<file path="config.mk">
export PLATFORM = sky130hd
export DESIGN_NAME = tpg_top
export DESIGN_NICKNAME = d
export VERILOG_FILES = /design/src/rtl/tpg_pkg.sv /design/src/rtl/tpg_fifo.sv /design/src/rtl/tpg_top.sv
export SDC_FILE = /design/constraint.sdc
export NUM_CORES = 1
export LEC_CHECK = 0
export BUFFER_PORTS_ARGS = -buffer_cell sky130_fd_sc_hd__buf_4
export CAP_MARGIN = 10
export CORE_ASPECT_RATIO = 1.4
export CORE_MARGIN = 4
export CORE_UTILIZATION = 55
export CTS_CLUSTER_SIZE = 16
export DETAILED_ROUTE_END_ITERATION = 10
export PLACE_DENSITY_LB_ADDON = 0.3
export SYNTH_ARGS = -nofsm -noshare
export SYNTH_HDL_FRONTEND = slang
export SYNTH_HIERARCHICAL = 1
export SYNTH_SLANG_ARGS = --single-unit
</file>
<file path="constraint.sdc">
create_clock -name i_mclk -period 9.7 [get_ports i_mclk]
set_input_delay 1.94 -clock i_mclk [delete_from_list [all_inputs] [get_ports i_mclk]]
set_output_delay 1.94 -clock i_mclk [all_outputs]
set_load 0.005 [all_outputs]
</file>
<file path="src/rtl/tpg_pkg.sv">
// Shared constants and types of the test pattern generator
package tpg_pkg;

    // ----------------------------------------------------------------
    // Command port word addresses
    // ----------------------------------------------------------------
    localparam logic TPG_COMMAND_LOW_WORD = 1'b0;
    localparam logic TPG_COMMAND_HIGH_WORD = 1'b1;

    // Command low word fields: symbol count, channel, packet marks
    localparam int TPG_CMD_CNT_LSB = 0;
    localparam int TPG_CMD_CH_LSB = 16;
    localparam int TPG_CMD_SOP_BIT = 24;
    localparam int TPG_CMD_EOP_BIT = 25;
    // Command high word fields: data error mask, error signal value
    localparam int TPG_HI_MASK_LSB = 0;
    localparam int TPG_HI_ERR_LSB = 16;

    // ----------------------------------------------------------------
    // Control and status register indices (word addresses)
    // ----------------------------------------------------------------
    localparam logic [1:0] TPG_CSR_STATUS = 2'h0;
    localparam logic [1:0] TPG_CSR_CONTROL = 2'h1;
    localparam logic [1:0] TPG_CSR_FILL = 2'h2;

    // Control fields and reset value
    localparam int TPG_CTL_EN_BIT = 0;
    localparam int TPG_CTL_THR_LSB = 8;
    localparam int TPG_CTL_THR_MSB = 16;
    localparam int TPG_CTL_SRST_BIT = 17;
    localparam logic [31:0] TPG_CTL_WMASK = 32'h0003_FF01;
    localparam logic [31:0] TPG_CTL_RESET = 32'h0000_0000;

    // Status fields
    localparam int TPG_ST_ID_LSB = 0;
    localparam int TPG_ST_NCH_LSB = 16;
    localparam int TPG_ST_NSYM_LSB = 24;
    localparam int TPG_ST_PKT_BIT = 31;
    localparam int TPG_FILL_BUSY_BIT = 0;

    // ----------------------------------------------------------------
    // Sizes and generator constants
    // ----------------------------------------------------------------
    localparam int TPG_CMD_DEPTH = 16;
    localparam int TPG_OUT_DEPTH = 4;
    localparam int TPG_POS_W = 16;
    localparam logic [15:0] TPG_LFSR_TAPS = 16'hB400;
    localparam logic [15:0] TPG_POS_RESET = 16'h0000;

    // Generator sequencing
    typedef enum logic {GEN_IDLE, GEN_RUN} tpg_gen_state_t;

endpackage

</file>
<file path="src/rtl/tpg_fifo.sv">
// Flip-flop FIFO with valid/ready on both sides and a synchronous flush
`timescale 1ns/1ps
module tpg_fifo
    import tpg_pkg::*;
#(
    parameter int WIDTH = 32,
    parameter int DEPTH = 4
) (
    // Clock and reset
    input wire logic i_mclk,
    input wire logic i_sys_rst,
    input wire logic i_clr,
    // Fill side
    input wire logic [WIDTH-1:0] i_data,
    input wire logic i_valid,
    output logic o_ready,
    // Drain side
    output logic [WIDTH-1:0] o_data,
    output logic o_valid,
    input wire logic i_ready
);

    localparam int PW = $clog2(DEPTH);

    // Pointers wrap naturally only for powers of two; refused at elaboration
    if (DEPTH < 2 || (DEPTH & (DEPTH - 1)) != 0) begin : g_bad_depth
        $error("tpg_fifo: DEPTH must be a power of two, at least 2");
    end

    logic [WIDTH-1:0] mem_q [DEPTH];
    logic [PW-1:0] wr_q;
    logic [PW-1:0] rd_q;
    logic [PW:0] cnt_q;
    logic push;
    logic pop;

    // Honest flags straight from the occupancy count
    assign o_ready = (cnt_q != (PW+1)'(DEPTH));
    assign o_valid = (cnt_q != '0);
    assign o_data = mem_q[rd_q];
    assign push = i_valid && o_ready;
    assign pop = o_valid && i_ready;

    // ----------------------------------------------------------------
    // Pointers and count
    // ----------------------------------------------------------------
    always_ff @(posedge i_mclk or posedge i_sys_rst) begin
        if (i_sys_rst) begin
            wr_q <= '0;
            rd_q <= '0;
            cnt_q <= '0;
        end else if (i_clr) begin
            wr_q <= '0;
            rd_q <= '0;
            cnt_q <= '0;
        end else begin
            if (push) begin
                wr_q <= wr_q + PW'(1);
            end
            if (pop) begin
                rd_q <= rd_q + PW'(1);
            end
            if (push && !pop) begin
                cnt_q <= cnt_q + (PW+1)'(1);
            end else if (pop && !push) begin
                cnt_q <= cnt_q - (PW+1)'(1);
            end
        end
    end

    // Storage needs no reset; only counted entries are ever read
    always_ff @(posedge i_mclk) begin
        if (push) begin
            mem_q[wr_q] <= i_data;
        end
    end

endmodule

</file>
<file path="src/rtl/tpg_top.sv">
// Test pattern generator: command port, control/status port, stream out
// What this block does
// - Each symbol equals its packet position XOR the programmed data error mask.
// - Without packet support the stream never starts or ends; positions keep advancing.
// - 32-bit write-only command port feeds a sixteen-entry command FIFO.
// - Only a write to word address 0 pushes a command.
// - Wait-request is high while the command FIFO is full.
// - Writing zero to the high word or its fields removes the errors.
// - Throttle value and a pseudo-random number decide each beat.
// - The pseudo-random generator starts from a build-time seed parameter.
// - A 32-bit control/status port enables generation and sets the throttle.
// - Status returns build-time channel count and packet support.
// - Each channel keeps its own symbol position for interleaved fragments.
// - Channel count is a parameter from 1 to 256; channel port sized to it.
// - Symbols per beat is a parameter from 1 to 256.
// - Data width must be a multiple of bits per symbol, else error.
// - Packet mark and empty count ports always exist; without packet support they stay zero.
// - Error signal width is 0 to 31; zero leaves it unused.
// - Control bit 0 enables the generator.
// - Throttle in control bits 16:8: 0 stops, 256 full rate.
// - Control bit 17 holds all counters in reset until cleared.
// - Status holds identifier, channel count, symbols per beat, packet flag.
`timescale 1ns/1ps
module tpg_top
    import tpg_pkg::*;
#(
    parameter int DATA_W = 32,
    parameter int BPS = 8,
    parameter int NCH = 1,
    parameter bit PKT = 1'b1,
    parameter int ERR_W = 1,
    parameter logic [15:0] SEED = 16'h1234,
    parameter logic [15:0] DEV_ID = 16'h00A5, // Arbitrary identifier value
    localparam int NSYM = DATA_W / BPS,
    localparam int CHW = (NCH > 1) ? $clog2(NCH) : 1,
    localparam int EMW = (NSYM > 1) ? $clog2(NSYM) : 1,
    localparam int EW = (ERR_W > 0) ? ERR_W : 1
) (
    // Clock and reset
    input wire logic i_mclk,
    input wire logic i_sys_rst,
    // Command port (write only)
    input wire logic i_cmd_address,
    input wire logic i_cmd_write,
    input wire logic [31:0] i_cmd_writedata,
    output logic o_cmd_waitrequest,
    // Control and status port
    input wire logic [1:0] i_csr_address,
    input wire logic i_csr_read,
    input wire logic i_csr_write,
    input wire logic [31:0] i_csr_writedata,
    output logic [31:0] o_csr_readdata,
    // Stream output
    output logic o_st_valid,
    input wire logic i_st_ready,
    output logic [DATA_W-1:0] o_st_data,
    output logic [CHW-1:0] o_st_channel,
    output logic o_st_sop,
    output logic o_st_eop,
    output logic [EMW-1:0] o_st_empty,
    output logic [EW-1:0] o_st_error
);

    // ----------------------------------------------------------------
    // Build-time checks
    // ----------------------------------------------------------------
    // Refused at elaboration, so a bad build never reaches simulation
    if (BPS < 1 || BPS > 16 || (DATA_W % BPS) != 0) begin : g_bad_bps
        $error("tpg_top: DATA_W must be a multiple of BPS (1..16)");
    end
    if (NSYM < 1 || NSYM > 256) begin : g_bad_nsym
        $error("tpg_top: symbols per beat must be 1..256");
    end
    if (NCH < 1 || NCH > 256) begin : g_bad_nch
        $error("tpg_top: channel count must be 1..256");
    end
    if (ERR_W < 0 || ERR_W > 31) begin : g_bad_errw
        $error("tpg_top: error width must be 0..31");
    end
    if (SEED == 16'h0000) begin : g_bad_seed
        $error("tpg_top: seed must be nonzero");
    end

    localparam int OFW = DATA_W + CHW + 2 + EMW + EW;
    localparam logic [15:0] NSYM16 = 16'(NSYM);

    // Symbol value: position plus offset, XOR the error mask
    function automatic logic [BPS-1:0] sym_val(input logic [15:0] base,
                                               input logic [15:0] idx,
                                               input logic [15:0] mask);
        logic [15:0] p;
        p = base + idx;
        return p[BPS-1:0] ^ mask[BPS-1:0];
    endfunction

    // ----------------------------------------------------------------
    // Control register and soft reset
    // ----------------------------------------------------------------
    logic [31:0] ctl_q;
    logic ctl_en;
    logic [8:0] ctl_thr;
    logic srst;

    assign ctl_en = ctl_q[TPG_CTL_EN_BIT];
    assign ctl_thr = ctl_q[TPG_CTL_THR_MSB:TPG_CTL_THR_LSB];
    assign srst = ctl_q[TPG_CTL_SRST_BIT];

    // Reserved control bits are masked so they read back as zero
    always_ff @(posedge i_mclk or posedge i_sys_rst) begin
        if (i_sys_rst) begin
            ctl_q <= TPG_CTL_RESET;
        end else if (i_csr_write && i_csr_address == TPG_CSR_CONTROL) begin
            ctl_q <= i_csr_writedata & TPG_CTL_WMASK;
        end
    end

    // ----------------------------------------------------------------
    // Command port and command FIFO
    // ----------------------------------------------------------------
    logic [31:0] hi_q;
    logic cf_ready;
    logic cf_valid;
    logic cf_pop;
    logic cmd_push;
    logic [63:0] cf_data;

    // Stall by wait-request; the master holds the write meanwhile
    assign o_cmd_waitrequest = !cf_ready;
    assign cmd_push = i_cmd_write && i_cmd_address == TPG_COMMAND_LOW_WORD && cf_ready;

    // High word rides along with every later command; zero clears errors
    always_ff @(posedge i_mclk or posedge i_sys_rst) begin
        if (i_sys_rst) begin
            hi_q <= 32'h0000_0000;
        end else if (i_cmd_write && i_cmd_address == TPG_COMMAND_HIGH_WORD) begin
            hi_q <= i_cmd_writedata;
        end
    end

    tpg_fifo #(.WIDTH(64), .DEPTH(TPG_CMD_DEPTH)) u_cmd_fifo (
        .i_mclk(i_mclk),
        .i_sys_rst(i_sys_rst),
        .i_clr(srst),
        .i_data({hi_q, i_cmd_writedata}),
        .i_valid(cmd_push),
        .o_ready(cf_ready),
        .o_data(cf_data),
        .o_valid(cf_valid),
        .i_ready(cf_pop)
    );

    // ----------------------------------------------------------------
    // Throttle pseudo-random source
    // ----------------------------------------------------------------
    logic [15:0] lfsr_q;
    logic thr_ok;

    // Free-running Galois register restarted from the seed
    always_ff @(posedge i_mclk or posedge i_sys_rst) begin
        if (i_sys_rst) begin
            lfsr_q <= SEED;
        end else if (srst) begin
            lfsr_q <= SEED;
        end else begin
            lfsr_q <= {1'b0, lfsr_q[15:1]} ^ (lfsr_q[0] ? TPG_LFSR_TAPS : 16'h0000);
        end
    end

    // 0 never passes, 256 always passes, between is proportional
    assign thr_ok = {1'b0, lfsr_q[7:0]} < ctl_thr;

    // ----------------------------------------------------------------
    // Generator sequencing
    // ----------------------------------------------------------------
    tpg_gen_state_t st_q;
    logic [15:0] rem_q;
    logic [CHW-1:0] ch_q;
    logic sop_q;
    logic eop_q;
    logic first_q;
    logic [31:0] ghi_q;
    logic [TPG_POS_W-1:0] pos_q [NCH];
    logic of_ready;
    logic gen_fire;
    logic last_beat;
    logic [15:0] take_n;
    logic [15:0] base;
    logic [7:0] cmd_ch;

    assign cmd_ch = cf_data[TPG_CMD_CH_LSB +: 8];
    assign cf_pop = (st_q == GEN_IDLE) && cf_valid && !srst;
    assign gen_fire = (st_q == GEN_RUN) && ctl_en && thr_ok && of_ready && !srst;
    assign last_beat = rem_q <= NSYM16;
    assign take_n = last_beat ? rem_q : NSYM16;
    // A new packet restarts at zero; otherwise the channel carries on
    assign base = (PKT && first_q && sop_q) ? TPG_POS_RESET : pos_q[ch_q];

    // Commands are taken one at a time in arrival order
    always_ff @(posedge i_mclk or posedge i_sys_rst) begin
        if (i_sys_rst) begin
            st_q <= GEN_IDLE;
            rem_q <= 16'h0000;
            ch_q <= '0;
            sop_q <= 1'b0;
            eop_q <= 1'b0;
            first_q <= 1'b0;
            ghi_q <= 32'h0000_0000;
        end else if (srst) begin
            st_q <= GEN_IDLE;
            rem_q <= 16'h0000;
            first_q <= 1'b0;
        end else begin
            unique case (st_q)
                GEN_IDLE: begin
                    if (cf_valid) begin
                        rem_q <= cf_data[TPG_CMD_CNT_LSB +: 16];
                        // Channels past the configured count fold onto channel 0
                        ch_q <= (32'(cmd_ch) < NCH) ? CHW'(cmd_ch) : '0;
                        sop_q <= cf_data[TPG_CMD_SOP_BIT];
                        eop_q <= cf_data[TPG_CMD_EOP_BIT];
                        ghi_q <= cf_data[63:32];
                        first_q <= 1'b1;
                        if (cf_data[TPG_CMD_CNT_LSB +: 16] != 16'h0000) begin
                            st_q <= GEN_RUN;
                        end
                    end
                end
                GEN_RUN: begin
                    if (gen_fire) begin
                        rem_q <= rem_q - take_n;
                        first_q <= 1'b0;
                        if (last_beat) begin
                            st_q <= GEN_IDLE;
                        end
                    end
                end
            endcase
        end
    end

    // Per-channel position, cleared by either reset
    always_ff @(posedge i_mclk or posedge i_sys_rst) begin
        if (i_sys_rst) begin
            for (int c = 0; c < NCH; c++) begin
                pos_q[c] <= TPG_POS_RESET;
            end
        end else if (srst) begin
            for (int c = 0; c < NCH; c++) begin
                pos_q[c] <= TPG_POS_RESET;
            end
        end else if (gen_fire) begin
            pos_q[ch_q] <= base + take_n;
        end
    end

    // ----------------------------------------------------------------
    // Beat assembly into the output FIFO
    // ----------------------------------------------------------------
    logic [DATA_W-1:0] gen_data;
    logic gen_sop;
    logic gen_eop;
    logic [EMW-1:0] gen_empty;
    logic [EW-1:0] gen_err;
    logic [31:0] err32;
    logic [OFW-1:0] of_data;

    // First symbol in the most significant lane; unused lanes are zero
    always_comb begin
        gen_data = '0;
        for (int i = 0; i < NSYM; i++) begin
            if (16'(i) < take_n) begin
                gen_data[DATA_W-1-i*BPS -: BPS] = sym_val(base, 16'(i),
                                                          ghi_q[TPG_HI_MASK_LSB +: 16]);
            end
        end
    end

    assign gen_sop = PKT && first_q && sop_q;
    assign gen_eop = PKT && last_beat && eop_q;
    assign gen_empty = gen_eop ? EMW'(NSYM16 - take_n) : '0;
    assign err32 = {16'h0000, ghi_q[TPG_HI_ERR_LSB +: 16]};
    assign gen_err = (ERR_W > 0) ? err32[EW-1:0] : '0;

    // Small buffer decouples sink stalls from the throttle decision
    tpg_fifo #(.WIDTH(OFW), .DEPTH(TPG_OUT_DEPTH)) u_out_fifo (
        .i_mclk(i_mclk),
        .i_sys_rst(i_sys_rst),
        .i_clr(srst),
        .i_data({gen_data, ch_q, gen_sop, gen_eop, gen_empty, gen_err}),
        .i_valid(gen_fire),
        .o_ready(of_ready),
        .o_data(of_data),
        .o_valid(o_st_valid),
        .i_ready(i_st_ready)
    );

    assign {o_st_data, o_st_channel, o_st_sop, o_st_eop, o_st_empty, o_st_error} = of_data;

    // ----------------------------------------------------------------
    // Control and status read path
    // ----------------------------------------------------------------
    logic [31:0] rd_mux;
    logic busy;

    assign busy = (st_q == GEN_RUN) || cf_valid || o_st_valid;

    always_comb begin
        rd_mux = 32'h0000_0000;
        unique case (i_csr_address)
            TPG_CSR_STATUS: begin
                rd_mux[TPG_ST_ID_LSB +: 16] = DEV_ID;
                rd_mux[TPG_ST_NCH_LSB +: 8] = 8'(NCH);
                rd_mux[TPG_ST_NSYM_LSB +: 7] = 7'(NSYM);
                rd_mux[TPG_ST_PKT_BIT] = PKT;
            end
            TPG_CSR_CONTROL: rd_mux = ctl_q;
            TPG_CSR_FILL: rd_mux[TPG_FILL_BUSY_BIT] = busy;
            default: rd_mux = 32'h0000_0000;
        endcase
    end

    // Read data appears one cycle after the read strobe
    always_ff @(posedge i_mclk or posedge i_sys_rst) begin
        if (i_sys_rst) begin
            o_csr_readdata <= 32'h0000_0000;
        end else if (i_csr_read) begin
            o_csr_readdata <= rd_mux;
        end
    end
endmodule

</file>
# ---- After elaboration in Yosys (flattened, before gate mapping)
# Memories as Yosys holds them, arrays and structs flattened.
# Cells that the tools add are included.
dict set report word_totals {
  ff_bits 165
  mem_bits_rw 1176
  word_cells 148
  n_memories 2
}
# name words word_bits read_ports rd_clocked_by_memory_dff write_ports line_no
set memory_table {}
lappend memory_table {u_cmd_fifo.mem_q 16 64 1 0 1 tpg_fifo.sv:30} ;# logic [WIDTH-1:0] mem_q [DEPTH];
lappend memory_table {u_out_fifo.mem_q 4 38 1 0 1 tpg_fifo.sv:30}
dict set report classes {
  n_addsub 14
  n_lt_le_gt_ge 9
  n_eq_ne 6
  muxes 49
  bitwise_logic 8
  n_reduce_logical 42
}
# op n
set ops {}
lappend ops {{$mux 16} 11}
lappend ops {{$pmux 31 s2} 1}
lappend ops {{$lt 1x16->1 const A} 2}
lappend ops {{$lt 2x16->1 const A} 2}
lappend ops {{$mux 8} 4}
lappend ops {{$pmux 16 s2} 1}
lappend ops {{$xor 8x8->8} 4}
lappend ops {{$logic_and 1x1->1} 21}
lappend ops {{$add 16x16->16} 1}
lappend ops {{$add 8x2->8 const B} 2}
lappend ops {{$bwmux 16} 1}
lappend ops {{$le 16x3->1 const B} 1}
lappend ops {{$mux 4} 4}
lappend ops {{$reduce_bool 16->1} 1}
lappend ops {{$sub 16x16->16} 1}
lappend ops {{$xor 15x16->16} 1}
lappend ops {{$mux 5} 3}
lappend ops {{$mux 1} 13}
lappend ops {{$mux 2} 5}
lappend ops {{$reduce_bool 2->1} 5}
lappend ops {{$lt 8x9->1} 1}
lappend ops {{$mux 3} 3}
lappend ops {{$reduce_bool 3->1} 3}
lappend ops {{$add 4x1->4 const B} 2}
lappend ops {{other kinds (24)} 35}

# ---- Logic depth before layout (Yosys ltp)
dict set report depth {
  ltp_word 10
  depth_mapped 14
}

# ---- By module
# The synthesis kept the hierarchy.
# mod instances cells_each area_each_um2 seq_area_each_um2
set by_module_without_submodules {}
lappend by_module_without_submodules {{tpg_fifo (u_cmd_fifo)} 1 1532 39426.6 31074.8}
lappend by_module_without_submodules {{tpg_fifo (u_out_fifo)} 1 262 6030.8 4739.5}
lappend by_module_without_submodules {tpg_top 1 582 5992.0 2733.9}

# ---- Worst setup path after synthesis
# OpenSTA, ideal clock, no wires.
dict set report synth_path {
  kind {input-to-reg}
  from {in i_cmd_write}
  to {mem u_cmd_fifo.mem_q[0][0], enable pin}
  setup_time_ns 0.565
  arrival_time_ns 7.529
  slack_ns 1.606
  path_stages 5
  path_cell_list {nor3b_1 -> inv_1 -> a21oi_1 -> nand2_1 -> nor3_1}
}
dict set report synth_via {
  elab_chain_cells 5
}
# item line_no
set synth_rtl {}
lappend synth_rtl {{from (decl)} tpg_top.sv:44} ;# input wire logic i_cmd_write,
lappend synth_rtl {{$logic_and 1x1->1 (2 in series)} tpg_top.sv:129} ;# assign cmd_push = i_cmd_write && i_cmd_address == TPG_COMMAND_LOW_WORD && cf_ready;
lappend synth_rtl {{$logic_and 1x1->1} tpg_fifo.sv:41} ;# assign push = i_valid && o_ready;
lappend synth_rtl {{$mux 1} tpg_fifo.sv:73} ;# if (push) begin
lappend synth_rtl {{$mux 1 (implied by the code)} tpg_fifo.sv:74} ;# mem_q[wr_q] <= i_data;
lappend synth_rtl {{to (decl)} tpg_fifo.sv:30}
# Every way passes these cells.

# ---- Worst setup path in the final report
dict set report layout_path {
  from {in i_cmd_address}
  to {mem u_cmd_fifo.mem_q[1][35], enable pin}
}
dict set report layout_via {
  elab_chain_cells 6
}
# item line_no
set layout_rtl {}
lappend layout_rtl {{from (decl)} tpg_top.sv:43} ;# input wire logic i_cmd_address,
lappend layout_rtl {{$not 1->1} tpg_top.sv:129}
lappend layout_rtl {{$logic_and 1x1->1 (2 in series)} tpg_top.sv:129}
lappend layout_rtl {{named net cmd_push} tpg_top.sv:124} ;# logic cmd_push;
lappend layout_rtl {{$logic_and 1x1->1} tpg_fifo.sv:41}
lappend layout_rtl {{$mux 1} tpg_fifo.sv:73}
lappend layout_rtl {{$mux 1 (implied by the code)} tpg_fifo.sv:74}
# The timed path passes the listed nets, and every way through them passes these cells.

==> flow_summary_export.csv <==
group,metric,value,unit
status,outcome,"complete, no violations",
setup_path,endpoint_kind,"flip-flop",
placed_design,half_perimeter_wire_length_after_detailed_placement,33940,um
setup_path,cpMaxStageDelayCell,"sky130_fd_sc_hd__nor3b_1",
setup_path,timing.critical_path.cells,"buf_4 -> nor3b_1 -> inv_1 -> a21oi_1 -> nand2_1 -> nor3_2 -> buf_4",
routing,vias_per_cell,6.057,
sta,finalClockSkew,0.02269,ns
routing,detailedRoute.firstIterationViolations,1111,
die,count_of_boundary_i_o_pins,145,
global_route,gr-usage-met3,3.345,%
setup_path,critPathRequiredTime,9.92,ns
power,power.density_cell_area,266.7,nW/um^2
sta,worst-slew-pin-transition,1.198,ns
sta,finalHoldViolCount,0,
sta,final_max_slew_viol_count,0,
clock_tree,clock_path_buffers,3,
cells_and_area,stdcell_count,2327,
routing,drt_wl_total,57600,um
placed_design,place_congestion,0.8626,
routing,detailedRoute.firstPassIterationCount,5,
die,std_cell_rows,98,
routing,wire_per_inst,24.75,um
clock_tree,tritoncts_num_sinks,690,
routing,total_drc_errors_in_the_routed_layout,0,
die,core,51250,um^2
clock_tree,cts_root_buf,"sky130_fd_sc_hd__clkbuf_16",
global_route,grt.met2_usage,37.09,%
routing,dr_total_vias,14090,
setup_path,number_of_cells_on_the_worst_reg_to_reg_path,9,
power,power.ir.vdd_worst,0.0001848,V
global_route,grt_pass1_vias,14880,
clock_tree,post_cts_buffers,0,
sta,timing.setup.tns,0,ns
clock_tree,clk-insertion-delay-late,0.60,ns
setup_path,setup.reg_to_reg.worst_slack,5.56,ns
setup_path,critical-path-top-cell-by-count,"sky130_fd_sc_hd__buf_4",
cells_and_area,p_r_area_growth_vs_syn,11.53,%
clock_tree,cts.reportedPaths.clkPinSlew,0.06,ns
sta,setup_viol,0,
power,power_leakage,0.01082,uW
synth,synthesis.yosys.warnings,6,
die,die_area,55830,um^2
clock_tree,cts-htree-levels,3,
clock_tree,cts-resized-gates,0,
clock_tree,cts-buffers-inserted,66,
setup_path,crit_type,"in2reg",
die,chip_width,200.9,um
setup_path,cp-start-kind,"primary input",
cells_and_area,nFillCells,3581,
cells_and_area,final_util,62.32,%
synth,post_synth_inst_count,1548,
global_route,grt_use_met1,26.41,%
min_path,min_path_cells,1,
routing,antenna_left,0,
sta,timing.fmax,208.6,MHz
clock_tree,cts_tree,"yes",
placed_design,place.detailed.instances,2207,
setup_path,delay_contributed_by_the_slowest_stage_of_the_critical_path,0.69,ns
global_route,antenna_found_initial,2,
sta,timing.max_slew.rel_slack,19.93,%
die,floorplan.initialDensity,55.87,%
clock_tree,cts_hold_buf,0,
synth,post_synth.cell_area_avg,18.50,um^2
global_route,grtUsageTotal,20.86,%
setup_path,critPathMaxFanout,22,
cells_and_area,final_net_count,1735,
sta,period_needed,4.795,ns
run,max_cap_violations,0,
setup_path,critPathArrivalTime,5.02,ns
sta,period_utilisation_layout,49.43,%
die,die_h,278.0,um
global_route,grt_pass1_wl,89500,um
cells_and_area,final_layout_size_suffix_gt1_share,28.22,%
sta,unrepaired_setup_endpoints_after_global_routing,"false",
min_path,hp-class,"reg2reg",
global_route,global_route.peak_usage_layer,"met2",
synth,syn-cell-area,28640,um^2
placed_design,port-buffer-count,94,
global_route,globalRoute.totalOverflow,0,
global_route,maximum_number_of_pins_on_one_net_before_global_route_repair,64,
-- metal layers --
metal,wire length (um),share of wire (%),vias up
li1,-,-,6186
met1,21920,38,7424
met2,31300,54,391
met3,2866,5.0,93
met4,1508,2.6,0
met5,0,0,-
-- worst paths after layout --
kind / endpoint / startpoint
setup / recovery: u_cmd_fifo/mem_q[1][35] / i_cmd_address
hold / removal: lfsr_q[9] / lfsr_q[10]
setup reg to reg: u_cmd_fifo/mem_q[1][35] / u_cmd_fifo/cnt_q[0]
hold reg to reg: lfsr_q[9] / lfsr_q[10]
max in group asynchronous: hi_q[2] / i_sys_rst
min in group asynchronous: ctl_q[0] / i_sys_rst
-- report_power, final --
part / internal [uW] / switching [uW] / leakage (uW)
clock: 1520 / 1080 / 0.00107
sequential: 3620 / 239 / 0.00661
combinational: 961 / 1100 / 0.00314
-- sequential cells by signal, summed over array words and instances, names as in the netlist, 9 cells and up --
register,count
lfsr_q,16
ctl_q,11
u_cmd_fifo/mem_q,432
u_out_fifo/mem_q,152
rem_q,16
hi_q,9
ghi_q,9
o_csr_readdata,12
-- cells in the final DEF (no fill, tap or decap), types with 16 or more instances in the layout --
cell type and instances:
sky130_fd_sc_hd__a21oi_1 18, sky130_fd_sc_hd__buf_4 113, sky130_fd_sc_hd__clkbuf_16 69, sky130_fd_sc_hd__conb_1 21
sky130_fd_sc_hd__dfrtp_1 96, sky130_fd_sc_hd__edfxtp_1 584, sky130_fd_sc_hd__ha_1 34, sky130_fd_sc_hd__inv_1 45
sky130_fd_sc_hd__mux2_2 35, sky130_fd_sc_hd__mux4_2 173, sky130_fd_sc_hd__nand2_1 44, sky130_fd_sc_hd__nor2_1 76
sky130_fd_sc_hd__nor2b_1 23, sky130_fd_sc_hd__o21ai_0 34, sky130_fd_sc_hd__xnor2_1 28, sky130_fd_sc_hd__xor2_1 16
-- worst max-delay path: cells and delay by family --
family | cells | cell delay (ns)
AOI/OAI and AO/OA | 1 | 0.54
and+or+nand+nor | 3 | 1.64
buffers and inverters | 3 | 0.86
-- per-stage QoR --
stage | power, uW | cell area (um^2) | hold slack (ns) | setup slack, ns
after floorplan | 5457 | 28710 | 0.4102 | 4.207
after global placement | 5921 | 29740 | 0.4156 | 4.518
after detailed placement | 6012 | 29740 | 0.4329 | 4.297
after CTS | 8613 | 31940 | 0.4474 | 4.913
after global routing | 8924 | 31940 | 0.4647 | 4.682
final | 8518 | 31940 | 0.4460 | 4.905
-- area by class of cell --
class | instances | area, um^2 | area share, %
clock inverter | 37 | 395.4 | 1.238
tap | 650 | 813.3 | 2.546
sequential | 690 | 20210 | 63.27
antenna | 1 | 2.502 | 0.007835
inverter | 47 | 178.9 | 0.5602
clock buffer | 82 | 1805 | 5.653
timing repair buffer | 113 | 848.3 | 2.656
multi-input combinational | 707 | 7689 | 24.07
(Power assumes the default switching activity.)
